### src/inc/ess_pkg.sv
// Constants and types shared by the exposure and shutter sequencer
package ess_pkg;

    // Register byte offsets
    localparam logic [7:0] OFS_CTRL      = 8'h00;
    localparam logic [7:0] OFS_CMD       = 8'h04;
    localparam logic [7:0] OFS_EXPOSURE  = 8'h08;
    localparam logic [7:0] OFS_SETTLE    = 8'h0C;
    localparam logic [7:0] OFS_FRAMES    = 8'h10;
    localparam logic [7:0] OFS_STATUS    = 8'h14;
    localparam logic [7:0] OFS_DONE_CNT  = 8'h18;

    // Control register field positions
    localparam int CTRL_TRIG_MODE   = 0;
    localparam int CTRL_EARLY_OPEN  = 1;
    localparam int CTRL_RISING_EDGE = 2;
    localparam int CTRL_SHUT_LSB    = 3;
    localparam int CTRL_SHUT_MSB    = 4;
    localparam int CTRL_SYNC_SEL    = 5;
    localparam int CTRL_W           = 6;

    // Command register field positions
    localparam int CMD_BEGIN = 0;
    localparam int CMD_ABORT = 1;

    // Shutter handling modes
    localparam logic [1:0] SHUT_NORMAL   = 2'h0;
    localparam logic [1:0] SHUT_DIS_OPEN = 2'h1;
    localparam logic [1:0] SHUT_DIS_SHUT = 2'h2;

    // Reset values
    localparam logic [CTRL_W-1:0] RST_CTRL     = 6'h00;
    localparam logic [31:0]       RST_EXPOSURE = 32'h0000_0064;
    localparam logic [31:0]       RST_SETTLE   = 32'h0000_0010;
    localparam logic [31:0]       RST_FRAMES   = 32'h0000_0001;

    // Bus answers
    localparam logic [1:0] RESP_OKAY   = 2'h0;
    localparam logic [1:0] RESP_SLVERR = 2'h2;

    // Sequencer states
    typedef enum logic [2:0] {
        ST_IDLE,
        ST_ARM,
        ST_EXPOSE,
        ST_SETTLE,
        ST_READOUT
    } ess_state_e;

endpackage : ess_pkg

### src/rtl/ess_seq.sv
// Exposure, shutter and readout sequencer with an AXI4-Lite register slave
// What this block does
// Continuous mode opens shutter right after readout, for the exposure time.
// Continuous mode ignores every pulse on the trigger input.
// Sync output carries shutter state or active-low readout, chosen by software.
// Triggered normal mode waits for a trigger, then exposes for set time.
// Normal timing closes shutter at exposure end, then reads out.
// Trigger is an edge; software picks rising or falling.
// Trigger source fires at least 26 ms ahead of the light event.
// Early-open works only in triggered mode; opens when ready for trigger.
// Early-open opens the shutter before any trigger, once ready.
// Early-open keeps shutter open for exposure after trigger, then reads out.
// Early-open reopens the shutter after readout and waits for trigger.
// Trigger still active when readout ends starts another cycle.
// Disable settings hold shutter open or closed for the whole run.
// After one begin command all frames are taken without host help.
// Exposure is timed by a counter loaded with the exposure time.
// Readout starts only after a programmed shutter settling time.
`timescale 1ns/100ps
module ess_seq #(
    parameter int AW = 8,
    parameter int CW = 32
) (
    // Clock and reset
    input  wire logic          clk,
    input  wire logic          nrst,
    // AXI4-Lite write address
    input  wire logic          s_axi_awvalid,
    output      logic          s_axi_awready,
    input  wire logic [AW-1:0] s_axi_awaddr,
    // AXI4-Lite write data
    input  wire logic          s_axi_wvalid,
    output      logic          s_axi_wready,
    input  wire logic [31:0]   s_axi_wdata,
    input  wire logic [3:0]    s_axi_wstrb,
    // AXI4-Lite write response
    output      logic          s_axi_bvalid,
    input  wire logic          s_axi_bready,
    output      logic [1:0]    s_axi_bresp,
    // AXI4-Lite read address
    input  wire logic          s_axi_arvalid,
    output      logic          s_axi_arready,
    input  wire logic [AW-1:0] s_axi_araddr,
    // AXI4-Lite read data
    output      logic          s_axi_rvalid,
    input  wire logic          s_axi_rready,
    output      logic [31:0]   s_axi_rdata,
    output      logic [1:0]    s_axi_rresp,
    // Experiment side pins
    input  wire logic          ext_trig,
    output      logic          shutter_open,
    output      logic          sync_out,
    // Detector readout handshake
    output      logic          readout_busy,
    output      logic          readout_start,
    input  wire logic          readout_done
);

    // Merge a write into a register under the byte strobes
    function automatic logic [31:0] strb_merge(input logic [31:0] old_v,
                                               input logic [31:0] new_v,
                                               input logic [3:0]  strb);
        logic [31:0] res;
        res = old_v;
        for (int i = 0; i < 4; i++) begin
            if (strb[i]) begin
                res[i*8 +: 8] = new_v[i*8 +: 8];
            end
        end
        return res;
    endfunction : strb_merge

    // Reset release through two flip-flops
    logic rst_meta;
    logic rst_n;
    always_ff @(posedge clk or negedge nrst) begin
        if (!nrst) begin
            rst_meta <= 1'b0;
            rst_n    <= 1'b0;
        end else begin
            rst_meta <= 1'b1;
            rst_n    <= rst_meta;
        end
    end

    // Bus side storage
    logic          aw_held;
    logic          w_held;
    logic [7:0]    aw_addr_q;
    logic [31:0]   w_data_q;
    logic [3:0]    w_strb_q;
    localparam int CTRL_LEN = ess_pkg::CTRL_W;
    logic [CTRL_LEN-1:0] ctrl;
    logic [CW-1:0] exp_cycles;
    logic [CW-1:0] settle_cycles;
    logic [31:0]   frame_total;
    logic [31:0]   frames_done;

    // Sequencer storage
    ess_pkg::ess_state_e state;
    ess_pkg::ess_state_e next_state;
    logic          trig_meta;
    logic          trig_sync;
    logic          trig_act_q;
    logic          trig_active;
    logic          tmr_load;
    logic [CW-1:0] tmr_val;
    logic          tmr_done;
    logic          next_shutter;

    // Write channel handshakes and decode
    wire        wr_fire   = aw_held && w_held && !s_axi_bvalid;
    wire        wr_ctrl   = wr_fire && (aw_addr_q == ess_pkg::OFS_CTRL);
    wire        wr_cmd    = wr_fire && (aw_addr_q == ess_pkg::OFS_CMD);
    wire        wr_exp    = wr_fire && (aw_addr_q == ess_pkg::OFS_EXPOSURE);
    wire        wr_settle = wr_fire && (aw_addr_q == ess_pkg::OFS_SETTLE);
    wire        wr_frames = wr_fire && (aw_addr_q == ess_pkg::OFS_FRAMES);
    wire        wr_ro     = wr_fire && ((aw_addr_q == ess_pkg::OFS_STATUS) ||
                                        (aw_addr_q == ess_pkg::OFS_DONE_CNT));
    wire        wr_hit    = wr_ctrl || wr_cmd || wr_exp || wr_settle ||
                            wr_frames || wr_ro;
    wire        cmd_begin = wr_cmd && w_strb_q[0] &&
                            w_data_q[ess_pkg::CMD_BEGIN];
    wire        cmd_abort = wr_cmd && w_strb_q[0] &&
                            w_data_q[ess_pkg::CMD_ABORT];
    assign s_axi_awready = !aw_held;
    assign s_axi_wready  = !w_held;
    assign s_axi_arready = !s_axi_rvalid;

    // Control fields
    wire       trig_mode  = ctrl[ess_pkg::CTRL_TRIG_MODE];
    wire       rising_sel = ctrl[ess_pkg::CTRL_RISING_EDGE];
    wire       sync_sel   = ctrl[ess_pkg::CTRL_SYNC_SEL];
    wire [1:0] shut_mode  = ctrl[ess_pkg::CTRL_SHUT_MSB:ess_pkg::CTRL_SHUT_LSB];
    // early open
    wire       early_eff  = trig_mode && ctrl[ess_pkg::CTRL_EARLY_OPEN];

    // Address and data capture, write response
    always_ff @(posedge clk or negedge rst_n) begin
        if (!rst_n) begin
            aw_held      <= 1'b0;
            w_held       <= 1'b0;
            aw_addr_q    <= 8'h00;
            w_data_q     <= 32'h0000_0000;
            w_strb_q     <= 4'h0;
            s_axi_bvalid <= 1'b0;
            s_axi_bresp  <= ess_pkg::RESP_OKAY;
        end else begin
            if (s_axi_awvalid && s_axi_awready) begin
                aw_held   <= 1'b1;
                aw_addr_q <= 8'(s_axi_awaddr);
            end else if (wr_fire) begin
                aw_held <= 1'b0;
            end
            if (s_axi_wvalid && s_axi_wready) begin
                w_held   <= 1'b1;
                w_data_q <= s_axi_wdata;
                w_strb_q <= s_axi_wstrb;
            end else if (wr_fire) begin
                w_held <= 1'b0;
            end
            if (wr_fire) begin
                s_axi_bvalid <= 1'b1;
                s_axi_bresp  <= wr_hit ? ess_pkg::RESP_OKAY
                                       : ess_pkg::RESP_SLVERR;
            end else if (s_axi_bready) begin
                s_axi_bvalid <= 1'b0;
            end
        end
    end

    // Configuration registers
    always_ff @(posedge clk or negedge rst_n) begin
        if (!rst_n) begin
            ctrl          <= ess_pkg::RST_CTRL;
            exp_cycles    <= CW'(ess_pkg::RST_EXPOSURE);
            settle_cycles <= CW'(ess_pkg::RST_SETTLE);
            frame_total   <= ess_pkg::RST_FRAMES;
        end else begin
            if (wr_ctrl && w_strb_q[0]) begin
                ctrl <= w_data_q[CTRL_LEN-1:0];
            end
            if (wr_exp) begin
                exp_cycles <= CW'(strb_merge(32'(exp_cycles), w_data_q,
                                             w_strb_q));
            end
            if (wr_settle) begin
                settle_cycles <= CW'(strb_merge(32'(settle_cycles), w_data_q,
                                                w_strb_q));
            end
            if (wr_frames) begin
                frame_total <= strb_merge(frame_total, w_data_q, w_strb_q);
            end
        end
    end

    // Read data selection
    logic [31:0] rd_mux;
    logic        rd_hit;
    wire  [7:0]  ra = 8'(s_axi_araddr);
    always_comb begin
        rd_hit = 1'b1;
        if (ra == ess_pkg::OFS_CTRL) begin
            rd_mux = 32'(ctrl);
        end else if (ra == ess_pkg::OFS_CMD) begin
            rd_mux = 32'h0000_0000;
        end else if (ra == ess_pkg::OFS_EXPOSURE) begin
            rd_mux = 32'(exp_cycles);
        end else if (ra == ess_pkg::OFS_SETTLE) begin
            rd_mux = 32'(settle_cycles);
        end else if (ra == ess_pkg::OFS_FRAMES) begin
            rd_mux = frame_total;
        end else if (ra == ess_pkg::OFS_STATUS) begin
            rd_mux = {24'h00_0000, readout_busy, shutter_open, trig_act_q,
                      (state != ess_pkg::ST_IDLE), 1'b0, 3'(state)};
        end else if (ra == ess_pkg::OFS_DONE_CNT) begin
            rd_mux = frames_done;
        end else begin
            rd_mux = 32'h0000_0000;
            rd_hit = 1'b0;
        end
    end

    // Read answer one cycle after the address is taken
    always_ff @(posedge clk or negedge rst_n) begin
        if (!rst_n) begin
            s_axi_rvalid <= 1'b0;
            s_axi_rdata  <= 32'h0000_0000;
            s_axi_rresp  <= ess_pkg::RESP_OKAY;
        end else if (s_axi_arvalid && s_axi_arready) begin
            s_axi_rvalid <= 1'b1;
            s_axi_rdata  <= rd_mux;
            s_axi_rresp  <= rd_hit ? ess_pkg::RESP_OKAY
                                   : ess_pkg::RESP_SLVERR;
        end else if (s_axi_rready) begin
            s_axi_rvalid <= 1'b0;
        end
    end

    // Trigger pin through two flip-flops, then edge history
    always_ff @(posedge clk or negedge rst_n) begin
        if (!rst_n) begin
            trig_meta  <= 1'b0;
            trig_sync  <= 1'b0;
            trig_act_q <= 1'b1;  // No false edge at release
        end else begin
            trig_meta  <= ext_trig;
            trig_sync  <= trig_meta;
            trig_act_q <= trig_active;
        end
    end

    // edge select
    assign trig_active = rising_sel ? trig_sync : !trig_sync;
    wire trig_edge   = trig_active && !trig_act_q;
    wire last_frame  = (frame_total != 32'h0000_0000) &&
                       (frames_done + 32'h0000_0001 >= frame_total);
    wire ro_end      = (state == ess_pkg::ST_READOUT) && readout_done;

    // exposure counter
    ess_timer #(
        .W        (CW)
    ) u_timer (
        .clk      (clk),
        .rst_n    (rst_n),
        .load     (tmr_load),
        .load_val (tmr_val),
        .done     (tmr_done)
    );

    // Next state and timer loading
    always_comb begin
        next_state = state;
        tmr_load   = 1'b0;
        tmr_val    = exp_cycles;
        case (state)
            ess_pkg::ST_IDLE: begin
                // one begin runs all
                if (cmd_begin) begin
                    if (trig_mode) begin
                        next_state = ess_pkg::ST_ARM;
                    end else begin
                        next_state = ess_pkg::ST_EXPOSE;
                        tmr_load   = 1'b1;
                    end
                end
            end
            ess_pkg::ST_ARM: begin
                // wait for trigger
                if (trig_edge) begin
                    next_state = ess_pkg::ST_EXPOSE;
                    tmr_load   = 1'b1;
                end
            end
            ess_pkg::ST_EXPOSE: begin
                // close then settle
                if (tmr_done) begin
                    next_state = ess_pkg::ST_SETTLE;
                    tmr_load   = 1'b1;
                    tmr_val    = settle_cycles;
                end
            end
            ess_pkg::ST_SETTLE: begin
                // settle before readout
                if (tmr_done) begin
                    next_state = ess_pkg::ST_READOUT;
                end
            end
            ess_pkg::ST_READOUT: begin
                if (readout_done) begin
                    if (last_frame) begin
                        next_state = ess_pkg::ST_IDLE;
                    // trigger ignored, R12: level retrigger
                    end else if (!trig_mode || trig_active) begin
                        next_state = ess_pkg::ST_EXPOSE;
                        tmr_load   = 1'b1;
                    end else begin
                        // back to waiting
                        next_state = ess_pkg::ST_ARM;
                    end
                end
            end
            default: begin
                next_state = ess_pkg::ST_IDLE;
            end
        endcase
        if (cmd_abort) begin
            next_state = ess_pkg::ST_IDLE;
            tmr_load   = 1'b0;
        end
    end

    // disable settings, R9: early open, R1: open to expose
    // open through exposure
    always_comb begin
        case (shut_mode)
            ess_pkg::SHUT_DIS_OPEN: next_shutter = 1'b1;
            ess_pkg::SHUT_DIS_SHUT: next_shutter = 1'b0;
            default: next_shutter = (next_state == ess_pkg::ST_EXPOSE) ||
                                    (early_eff &&
                                     next_state == ess_pkg::ST_ARM);
        endcase
    end

    // State, pins and frame count
    always_ff @(posedge clk or negedge rst_n) begin
        if (!rst_n) begin
            state         <= ess_pkg::ST_IDLE;
            shutter_open  <= 1'b0;
            sync_out      <= 1'b1;
            readout_busy  <= 1'b0;
            readout_start <= 1'b0;
            frames_done   <= 32'h0000_0000;
        end else begin
            state         <= next_state;
            shutter_open  <= next_shutter;
            // sync source select
            sync_out      <= sync_sel ? next_shutter
                                      : (next_state != ess_pkg::ST_READOUT);
            readout_busy  <= (next_state == ess_pkg::ST_READOUT);
            readout_start <= (next_state == ess_pkg::ST_READOUT) &&
                             (state != ess_pkg::ST_READOUT);
            if (cmd_begin && state == ess_pkg::ST_IDLE) begin
                frames_done <= 32'h0000_0000;
            end else if (ro_end) begin
                frames_done <= frames_done + 32'h0000_0001;
            end
        end
    end
endmodule : ess_seq

### src/rtl/ess_timer.sv
// Loadable down counter that times exposure and shutter settling
`timescale 1ns/100ps
module ess_timer #(
    parameter int W = 32
) (
    // Clock and reset
    input  wire logic         clk,
    input  wire logic         rst_n,
    // Load and status
    input  wire logic         load,
    input  wire logic [W-1:0] load_val,
    output      logic         done
);

    logic [W-1:0] cnt;

    // Count down to zero and hold there
    always_ff @(posedge clk or negedge rst_n) begin
        if (!rst_n) begin
            cnt <= '0;
        end else if (load) begin
            cnt <= load_val;
        end else if (cnt != '0) begin
            cnt <= cnt - W'(1);
        end
    end

    // Expired when the count has run out
    assign done = (cnt == '0);

endmodule : ess_timer

### config.mk
export PLATFORM = sky130hd
export DESIGN_NAME = ess_seq
export DESIGN_NICKNAME = d
export VERILOG_FILES = /design/src/inc/ess_pkg.sv /design/src/rtl/ess_seq.sv /design/src/rtl/ess_timer.sv
export SDC_FILE = /design/constraint.sdc
export NUM_CORES = 1
export LEC_CHECK = 0
export CAP_MARGIN = 20
export CELL_PAD_IN_SITES_DETAIL_PLACEMENT = 0
export CELL_PAD_IN_SITES_GLOBAL_PLACEMENT = 1
export CORE_MARGIN = 2
export CORE_UTILIZATION = 26
export CTS_CLUSTER_SIZE = 30
export DETAILED_ROUTE_END_ITERATION = 8
export DONT_BUFFER_PORTS = 1
export GPL_ROUTABILITY_DRIVEN = 0
export MAX_ROUTING_LAYER = met4
export PLACE_DENSITY_LB_ADDON = 0.1
export SYNTH_ARGS = -nofsm -noshare
export SYNTH_HDL_FRONTEND = slang
export SYNTH_SLANG_ARGS = --single-unit
### constraint.sdc
create_clock -name clk -period 11.3 [get_ports clk]
set_input_delay 1.13 -clock clk [delete_from_list [all_inputs] [get_ports clk]]
set_output_delay 1.13 -clock clk [all_outputs]
set_load 0.1 [all_outputs]
Yosys cells after proc, flatten, opt, wreduce, memory -nomap -nowiden
Index checks and enable logic that the tools add are counted.
{ "totals": {"output_inout_bits": 45, "reg_bits": 262, "input_bits": 61} }
{ "classes": {"eq_ne": 23, "n_mux": 51, "n_reduce_logical": 62, "n_lt_le_gt_ge": 1, "addsub": 2} }
{ "ops": {"columns": ["op", "count"], "rows": [
  ["32-bit two-way mux", 13],
  ["32-bit nonzero test", 2],
  ["8-bit by 5-bit equality test with 1-bit output (second input constant)", 6],
  ["32-bit by 1-bit adder with 32-bit output (second input constant)", 1],
  ["8-bit by 4-bit equality test with 1-bit output (second input constant)", 4],
  ["32-bit greater-or-equal comparator", 1],
  ["32-bit zero test", 1],
  ["32-bit by 1-bit subtractor with 32-bit output (second input constant)", 1],
  ["1-bit two-way mux", 24],
  ["2-bit AND reduction", 12],
  ["1-bit logical AND", 22],
  ["3-bit two-way mux", 6],
  ["8-bit by 3-bit equality test with 1-bit output (second input constant)", 2],
  ["8-bit zero test", 2],
  ["3-bit case mux with 5 select lines", 1],
  ["2-bit nonzero test", 6],
  ["2-bit two-way mux", 5],
  ["3-bit by 2-bit equality test with 1-bit output (second input constant)", 3],
  ["1-bit logical OR", 8],
  ["1-bit zero test", 7],
  ["3-bit by 1-bit equality test with 1-bit output (second input constant)", 2],
  ["3-bit equality test (second input constant)", 2],
  ["3-bit != test (second input constant)", 2],
  ["1-bit case mux with 4 select lines", 1],
  ["other kinds (5)", 5]
]} }

Logic depth before layout (Yosys ltp)
Gate-level depths: netlist of the first run.
{ "logic_depth": {"word_depth": 13, "ltp_mapped": 20, "mapped_depth_nobuf": 17} }

Hierarchy
From an unflattened synthesis of the first run, not the netlist that was laid out.
{ "hier_totals": {"cells_unflattened": 1225, "area_unflattened_um2": 13352.8} }
{ "modules_own_cells": {"columns": ["module", "cells_per_inst", "n_inst", "area_per_inst_um2"], "rows": [
  ["ess_seq", 1028, 1, 11432.2],
  ["ess_timer", 197, 1, 1920.6]
]} }

Least setup slack after synthesis of the first run
No wires, ideal clock.
{ "synth_timing": {"path_type": "register to register", "from": "register frames_done[0]", "to": "register u_timer.cnt[10]", "arrival_ns": 4.173, "period_less_slack_ns": 4.305, "path_slack_ns": 6.995, "stages_incl_launch_ff": 19, "setup_ns": 0.132, "required_time_ns": 11.168, "path_buffers": 3, "path_cell_list": "dfrtp_1 -> ha_1 -> nand3_1 -> or3_1 -> clkbuf_1 -> nor3_2 -> and3_1 -> and4_1 -> buf_2 -> nand3_1 -> xnor2_1 -> ha_1 -> nand4_1 -> nor4_1 -> o311a_1 -> nor3_1 -> o31ai_2 -> clkbuf_1 -> o21ai_1"} }
{ "synth_between": {"elab_chain_cells": 8, "word_cells_on_any_way": 9} }
{ "synth_lines": {"columns": ["element", "line", "rtl"], "rows": [
  ["start: declaration", "ess_seq.sv:97", "logic [31:0] frames_done;"],
  ["start signal: assignment", "ess_seq.sv:366", "frames_done <= frames_done + 32'h0000_0001;"],
  ["32-bit by 1-bit adder with 32-bit output *", "ess_seq.sv:257", "(frames_done + 32'h0000_0001 >= frame_total);"],
  ["32-bit greater-or-equal comparator *", "ess_seq.sv:257", null],
  ["1-bit logical AND *", "ess_seq.sv:256", "wire last_frame = (frame_total != 32'h0000_0000) &&"],
  ["1-bit two-way mux *", "ess_seq.sv:311", "if (last_frame) begin"],
  ["1-bit two-way mux *", "ess_seq.sv:310", "if (readout_done) begin"],
  ["1-bit case mux with 4 select lines *", "ess_seq.sv:276", "case (state)"],
  ["1-bit two-way mux *", "ess_seq.sv:327", "if (cmd_abort) begin"],
  ["32-bit two-way mux or 2-bit nonzero test (tied branches)", null, null],
  ["end signal: assignment", "ess_timer.sv:22", "cnt <= load_val;"],
  ["end signal: assignment", "ess_timer.sv:24", "cnt <= cnt - W'(1);"],
  ["end: declaration", "ess_timer.sv:15", "logic [W-1:0] cnt;"]
]} }
Mark *: on every way between the ends. The rest lies on a longest branch, timed or not.
A chain may end at the register's enable or synchronous reset.

Worst setup path in the final report of the first run
{ "layout_timing": {"from": "register frames_done[0]", "to": "register u_timer.cnt[18]"} }
Same word-level chain as after synthesis.

==> results of run 1 <==
## worst max-delay path, stage by stage (launching register included)
cell	delay [ns]
dfrtp_1	0.44
ha_1	0.26
nand3_1	0.19
or3_1	0.52
nor3_2	0.31
and3_1	0.25
and4_1	0.34
nand3_1	0.16
xnor2_1	0.16
ha_1	0.30
nand4_1	0.14
nor4_1	0.56
o311a_1	0.29
nor3_1	0.14
o31ai_4	0.27
buf_4	0.54
nor2_1	0.11
a31o_1	0.20
## registers in the layout, indices dropped and copies added (netlist names), 3 cells and up
register       flops
ctrl               6
aw_addr_q          8
u_timer.cnt       32
frames_done       32
s_axi_rdata       32
w_strb_q           4
settle_cycles     32
frame_total       32
exp_cycles        32
w_data_q          32
state              3
## report_power, final
part           internal, mW  switching [mW]
sequential             1.10           0.270
combinational         0.196           0.220
clock                 0.620           0.424
total                  1.92           0.914
## per-stage QoR
step           power (mW)  instance area [sq um]  hold slack, ns  instances  setup slack, ns
2_1_floorplan       1.619                  13270          0.3312       1256            3.530
3_3_place_gp        1.817                  13990          0.3347       1878            6.046
3_5_place_dp        1.822                  14010          0.3387       1879            5.899
4_1_cts             2.898                  15070          0.2577       1937            5.891
5_1_grt             2.997                  15070          0.2654       1937            5.459
6_report            2.833                  15070          0.2944       1937            5.965
## per-layer routing
layer  vias up  global-route usage (%)  routed length [um]
met4         0                   5.081                1091
met5         -                       -                   0
met2       177                   26.81               20030
met1      4685                   20.87               19070
li1       4464                       -                   -
met3        64                   2.716                1550
## placed cells by master, fill, tap and decap left out, types with 9 or more instances in the layout
cell	Yosys	routed
dfrtp_1	253	252
nand2_1	133	132
mux2_2	124	124
o21ai_0	89	89
nor2_1	86	85
mux2i_1	67	67
inv_1	45	45
nand3_1	41	41
ha_1	36	36
clkbuf_16	0	35
xor2_1	32	32
o21ai_1	31	31
a221oi_1	31	31
xnor2_1	27	27
a21oi_1	22	22
nor4_1	18	18
nor3_1	16	16
o31ai_1	15	15
mux2_1	13	13
buf_4	5	13
nand4_1	12	12
clkbuf_1	44	9
## cell families (layout without fill, tap and decap cells)
family	after synthesis	after routing	share of synthesized area, %
AOI/OAI and AO/OA	226	226	10.62
xor gates and xnor gates	59	59	3.894
adders and majority gates	36	36	3.394
buffers and inverters	109	118	3.328
DFF	260	260	49.09
muxes	204	204	16.68
other	2	3	0.05659
and+or+nand+nor	359	359	12.94
## layout make-up
cell class              instances  area (sq um)
flip-flops and latches        260          6519
fillers                      5269         35210
clock inverters                 6         38.79
repair buffers                 15         137.6
multi-input cells             887          6344
well taps                     672         840.8
inverters                      45         168.9
clock buffers                  52          1020
## worst max-delay path by stage
stage                         from         endpoint  cells past startpoint
CTS                 frames_done[0]  u_timer.cnt[18]                     17
global placement    frames_done[0]  u_timer.cnt[18]                     17
detailed placement  frames_done[0]  u_timer.cnt[18]                     17
floorplan                    rst_n     aw_addr_q[0]                      0
finish              frames_done[0]  u_timer.cnt[18]                     17
global route        frames_done[0]  u_timer.cnt[18]                     18
==> impl_metrics.json, run 1 <==
{
  "outcome": "completed",
  "ys.flop_type": "dfrtp_1",
  "period_share_pct": 47.21,
  "numCtsBuffers": 34,
  "grt.total_usage_pct": 16.44,
  "root_buffer": "clkbuf_16",
  "antenna_found_initial": 1,
  "num_antenna_cells": 0,
  "drcViolationCount": 0,
  "synthTopCellsByCount": "dfrtp_1, nand2_1, mux2_2",
  "synth_area_per_cell_sq_um": 10.57,
  "cp-end-kind": "flip-flop",
  "maxCapViolCount": 0,
  "vias": 9390,
  "clockBufferDepth": 3,
  "cts-resized-gates": 0,
  "post-dp-hpwl_um": 29680,
  "cts_tree": "yes",
  "netlist-cell-type-count": 68,
  "area_delta_synth_final_pct": 13.55,
  "hold_buffers": 0,
  "synth_edf_count": 0,
  "synth_largest_area_cell": "dfrtp_1",
  "period_minus_slack_ns": 5.335,
  "start_util_pct": 26.40,
  "overflow": 0,
  "die_w_um": 229.9,
  "slew_headroom_pct": 33.38,
  "synth-seq-area-share_pct": 49.09,
  "route.detailed.wl_per_inst_um": 21.55,
  "power_density_nw_per_um2": 188.0,
  "io_buffers": 0,
  "rr_endpoint": "u_timer.cnt[18]",
  "routed_wl_um": 41730,
  "grt_pass1_wl_um": 63720,
  "dieHeight_um": 229.9,
  "insertion_delay_ns": 0.54,
  "ys.warnings.count": 0,
  "grt_max_degree": 165,
  "via_per_inst": 4.848,
  "tightest_slew_ns": 0.9956,
  "die_area_sq_um": 52860,
  "synth_top_area_share_pct": 47.71,
  "worst-r2r-setup-slack_ns": 5.97,
  "rr_worst_depth": 17,
  "coreArea_sq_um": 50270,
  "syn_area_sq_um": 13270,
  "num_io_pins": 106,
  "r2r_start": "frames_done[0]",
  "slew_violations": 0,
  "row_count": 82,
  "required_ns": 11.72,
  "worstSetupPathType": "reg2reg",
  "fin_nets": 1340,
  "post_cts_buffers": 0,
  "crit_path_max_fanout": 63,
  "synthCells": 1255,
  "async_flop_share_pct": 100.0,
  "setup_viol": 0,
  "ir_drop_mv": 0.1146,
  "first_pass_iters": 5,
  "leakage_nw": 6.537,
  "yosys-top-cells-area": "dfrtp_1, mux2_2, mux2i_1",
  "drt_iter0_markers": 490,
  "synth_seq_cells": 260,
  "skew_ns": 0.01372,
  "rsz0062_at_grt": "no",
  "h-tree-depth": 2,
  "clk_pin_slew_ns": 0.06,
  "cp-start-kind": "flip-flop",
  "first_global_vias": 9824,
  "tns_ns": 0,
  "final_layout_size_suffix_gt1_share_pct": 17.08,
  "finalHoldViolCount": 0,
  "cp.arrival_ns": 5.75,
  "ant_nets": 0,
  "fin_util_pct": 29.97,
  "hp-class": "in2async",
  "synth_most_common_cell": "dfrtp_1",
  "cts_sinks": 260,
  "fmax_mhz": 187.5
}
(Power assumes the default switching activity.)
==> run 2, diff against run 1 <==
- clock period: 11.3 -> 4.6 ns (I/O delays scaled with it)
==> run 2 against run 1 <==
  * Sequential share of layout area shrank 1.2 points
  * Flip-flop and latch count is the same
  * Combinational power grew to 2.5 times the previous value
  * Largest cell class unchanged
==> impl_metrics.json, run 2 (synthesis gave the netlist of run 1 again) <==
{
  "outcome": "completed",
  "rr_worst_depth": 19,
  "power_density_nw_per_um2": 457.7,
  "setup.worst_path.start": "frames_done[0]",
  "power_mw": 7.100,
  "path_depth": 19,
  "grt_max_degree": 91,
  "leakage_nw": 6.771,
  "tns_ns": 0,
  "met3_usage_pct": 3.051,
  "setup_viol": 0,
  "fillers": 5265,
  "vias": 9593,
  "busiest_layer": "met2",
  "overflow": 0,
  "ir_drop_mv": 0.3033,
  "use_met2_pct": 27.44,
  "cp.arrival_ns": 4.68,
  "routed_wl_um": 42680,
  "slew_headroom_pct": 36.44,
  "fmax_mhz": 234.2,
  "area_delta_synth_final_pct": 16.89,
  "period_share_pct": 92.82,
  "worst-r2r-setup-slack_ns": 0.33,
  "finalHoldViolCount": 0,
  "cts_tree": "yes",
  "die_area_sq_um": 52860,
  "hp-class": "in2reg",
  "crit_slowest_cell": "or3b_2",
  "layout_common_cells": "dfrtp_1, nand2_1, mux2_2",
  "crit_top_cell": "and3_1",
  "start_util_pct": 26.40,
  "drcViolationCount": 0,
  "path_cells": "buf_4 > and3_1 > or3b_2 > nor2_2 > and3_1 > and3_1 > xor2_1 > ha_1 > a21oi_1 > o21ai_0 > a21o_1 > o311a_1 > nor3_2 > buf_4 > o31ai_4 > buf_12 > buf_12 > o211ai_1 > o21ai_1",
  "num_antenna_cells": 0,
  "clockBufferDepth": 3,
  "clk_pin_slew_ns": 0.06,
  "rr_endpoint": "u_timer.cnt[1]",
  "ant_nets": 0,
  "period_minus_slack_ns": 4.270,
  "coreArea_sq_um": 50270,
  "num_io_pins": 106,
  "cts_sinks": 260,
  "use_met1_pct": 21.55,
  "route.detailed.wl_per_inst_um": 21.61,
  "first_global_vias": 10100,
  "die_w_um": 229.9,
  "holdWs_ns": 0.04322,
  "tightest_slew_ns": 0.9534,
  "via_per_inst": 4.857,
  "root_buffer": "clkbuf_16",
  "cp-start-kind": "flip-flop",
  "skew_ns": 0.01910,
  "antenna_found_initial": 1,
  "row_count": 82,
  "worstSetupEndpoint": "u_timer.cnt[1]",
  "slew_violations": 0,
  "maxCapViolCount": 0,
  "required_ns": 5.01,
  "io_buffers": 0,
  "drt_iter0_markers": 481,
  "grt_pass1_wl_um": 65430,
  "fin_util_pct": 30.85,
  "final_layout_size_suffix_gt1_share_pct": 19.95,
  "layout_commonest_cell": "dfrtp_1",
  "worstSetupPathType": "reg2reg",
  "insertion_delay_ns": 0.54,
  "grt.total_usage_pct": 16.85,
  "numCtsBuffers": 35,
  "r2r_start": "frames_done[0]",
  "h-tree-depth": 2,
  "first_pass_iters": 5,
  "critPathBufInv": 4,
  "dieHeight_um": 229.9,
  "crit_path_max_fanout": 15,
  "cpLargestDelayFamily": "simple AND/OR/NAND/NOR gates",
  "cp_slowest_stage_delay_ns": 0.55,
  "post-dp-hpwl_um": 30870,
  "cp-end-kind": "flip-flop",
  "fin_nets": 1376
}
-- run 2: how the worst min path moves through the flow --
stage / start / to / slack [ns] / depth (start not counted)
after global routing: s_axi_awvalid / aw_held / 0.01 / 1
after floorplan: nrst / rst_meta / 0.16 / 0
after global placement: nrst / rst_meta / 0.16 / 0
after detailed placement: nrst / rst_meta / 0.16 / 0
final: s_axi_wvalid / w_held / 0.04 / 1
after CTS: s_axi_wvalid / w_held / 0.009 / 1
-- run 2: per-layer routing --
metal | vias to the layer above | wire, um
met5 | - | 0
li1 | 4542 | -
met4 | 0 | 878
met3 | 52 | 1828
met1 | 4822 | 19470
met2 | 177 | 20500
-- run 2: through the flow --
step                cell area, sq um  setup WS (ns)  std cells
global placement               14300         0.1563       1909
detailed placement             14300        0.09630       1909
finish                         15510         0.3304       1975
floorplan                      13280         0.2951       1256
global route                   15510      -0.006967       1975
CTS                            15450        0.06317       1974
-- run 2: area by class of cell --
type / instances / area [sq um] / share of cell area [%]
inverter: 45 / 168.9 / 1.089
timing repair buffer: 50 / 473.0 / 3.049
tap: 672 / 840.8 / 5.421
multi-input combinational: 887 / 6394 / 41.22
sequential: 260 / 6524 / 42.06
clock inverter: 4 / 20.02 / 0.1291
clock buffer: 57 / 1091 / 7.034
-- run 2: timing repair --
action,CTS,global route
hold endpoints to repair,5,0
gates resized for setup,0,15
setup buffers,0,1
setup endpoints to repair,0,34
hold buffers,4,0
-- run 2: power by group --
group          switching [mW]  internal [mW]  total [mW]
Combinational           0.550          0.497        1.05
Clock                    1.06           1.61        2.67
Sequential              0.672           2.71        3.38
Total                    2.28           4.82        7.10
==> run 3, diff against run 2 <==
- CTS_CLUSTER_DIAMETER: not set -> 50
- clock period: 4.6 -> 4.7 ns (I/O delays scaled with it)
==> run 3 against run 2 <==
  * Hold slack improved by 0.0064 ns
  * Routed wire length is 0.47% lower
  * Clock power grew 25%
  * Largest power group is now the clock network
  * Sequential power shrank 2%
  * Final cell count up 0.56%
  * Global-route usage is essentially flat
  * Die area did not move
==> impl_metrics.json, run 3 (synthesis gave the netlist of run 1 again) <==
{
  "antenna_found_initial": 0,
  "insertion_delay_ns": 0.57,
  "first_pass_iters": 5,
  "setup_ws_ns": 0.2819,
  "layout_commonest_cell": "dfrtp_1",
  "rr_endpoint": "u_timer.cnt[18]",
  "vias": 9681,
  "route.detailed.wl_per_inst_um": 21.39,
  "outcome": "completed",
  "drcViolationCount": 0,
  "io_buffers": 0,
  "drt_iter0_markers": 533,
  "area_delta_synth_final_pct": 19.78,
  "layout_common_cells": "dfrtp_1, nand2_1, mux2_2",
  "layout.cells.non_filler": 1986,
  "row_count": 82,
  "via_per_inst": 4.875,
  "root_buffer": "clkbuf_16",
  "r2r_start": "frames_done[10]",
  "maxCapViolCount": 0,
  "numCtsBuffers": 43,
  "fin_nets": 1382,
  "crit_path_max_fanout": 22,
  "coreArea_sq_um": 50270,
  "worstSetupPathType": "reg2reg",
  "num_antenna_cells": 0,
  "holdWs_ns": 0.04967,
  "grt_max_degree": 93,
  "power_density_nw_per_um2": 481.6,
  "setup_viol": 0,
  "whs_endpoint": "w_data_q[5]",
  "hold_depth": 1,
  "dieHeight_um": 229.9,
  "tns_ns": 0,
  "ir_drop_mv": 0.3299,
  "cts_tree": "yes",
  "place_inst": 1902,
  "grt_pass1_wl_um": 64820,
  "period_minus_slack_ns": 4.418,
  "dp_slack_ns": 0.03643,
  "post-dp-hpwl_um": 30560,
  "period_share_pct": 94.00,
  "worst-r2r-setup-slack_ns": 0.28,
  "start_util_pct": 26.40,
  "cp-start-kind": "flip-flop",
  "hp-class": "in2reg",
  "skew_ns": 0.02778,
  "ant_nets": 0,
  "finalHoldViolCount": 0,
  "cp-end-kind": "flip-flop",
  "h-tree-depth": 2,
  "required_ns": 5.15,
  "routed_wl_um": 42480,
  "clk_pin_slew_ns": 0.05,
  "tightest_slew_ns": 0.9507,
  "cp.arrival_ns": 4.87,
  "final_layout_size_suffix_gt1_share_pct": 20.55,
  "num_io_pins": 106,
  "clockBufferDepth": 3,
  "overflow": 0,
  "rr_worst_depth": 20,
  "die_area_sq_um": 52860,
  "first_global_vias": 10090,
  "cts_sinks": 260,
  "die_w_um": 229.9,
  "leakage_nw": 6.967,
  "slew_violations": 0,
  "slew_headroom_pct": 36.62,
  "fmax_mhz": 226.3,
  "grt.total_usage_pct": 16.81,
  "hp-start": "s_axi_wdata[5]"
}
run 3: changes by cell type in the layout (fill, tap and decap cells not counted), sizes merged, moves of 2 or more:
cell	change
bufinv	+6
buf	-5
dlygate4sd3	+3
inv	+3
clkinv	+2
run 3: cell type report:
| class | instances | area, sq um |
|---|---|---|
| sequential | 260 | 6523 |
| clock inverter | 16 | 259.0 |
| fill | 5245 | 34380 |
| multi-input combinational | 887 | 6382 |
| tap | 672 | 840.8 |
| inverter | 45 | 168.9 |
| clock buffer | 58 | 1244 |
| timing repair buffer | 48 | 478.0 |
run 3: how the worst max path moves through the flow:
stage	start	end	slack [ns]
floorplan	frames_done[0]	u_timer.cnt[10]	0.40
CTS	frames_done[5]	u_timer.cnt[29]	0.006
finish	frames_done[10]	u_timer.cnt[18]	0.28
global route	frames_done[10]	u_timer.cnt[29]	-0.0009
detailed placement	frames_done[1]	u_timer.cnt[29]	0.04
global placement	frames_done[5]	u_timer.cnt[17]	0.09
run 3: routing by layer:
metal	GRT usage, %	up-vias	wire [um]
li1	-	4571	-
met1	20.92	4855	19000
met5	-	-	0
met2	27.86	196	20720
met3	3.013	59	1801
met4	4.919	0	949
run 3: repair_timing:
item,in CTS,in global routing
hold buffers,7,0
buffers inserted,0,2
pin swaps,1,2
endpoints found under the hold margin,8,0
setup endpoints to repair,1,34
resized for setup,1,10
run 3: metrics by stage:
| stage | util, % | cell area (sq um) | power (mW) |
|---|---|---|---|
| 2_1_floorplan | - | 13280 | 3.892 |
| 3_3_place_gp | 28.32 | 14240 | 4.382 |
| 3_5_place_dp | 28.36 | 14260 | 4.389 |
| 4_1_cts | 31.50 | 15840 | 7.807 |
| 5_1_grt | 31.62 | 15900 | 8.059 |
| 6_report | 31.62 | 15900 | 7.654 |
run 3: worst max-delay path, stage by stage, from the launching register on:
cell and delay, ns:
dfrtp_1 0.43, nand2_1 0.13, or4_4 0.57, nor3_4 0.21, and3_1 0.22, and4_2 0.29
nand3_1 0.12, xnor2_1 0.20, ha_1 0.27, nand4_1 0.15, buf_4 0.14, inv_1 0.03
a211oi_1 0.20, buf_4 0.14, nand4_1 0.20, nor3_1 0.19, buf_4 0.16, o31ai_4 0.08
buf_12 0.18, buf_4 0.15, a31o_1 0.20
run 3: where the power goes:
| part | switching [mW] | total [mW] | internal (mW) |
|---|---|---|---|
| Combinational | 0.532 | 1.02 | 0.487 |
| Clock | 1.15 | 3.33 | 2.18 |
| Sequential | 0.654 | 3.31 | 2.65 |
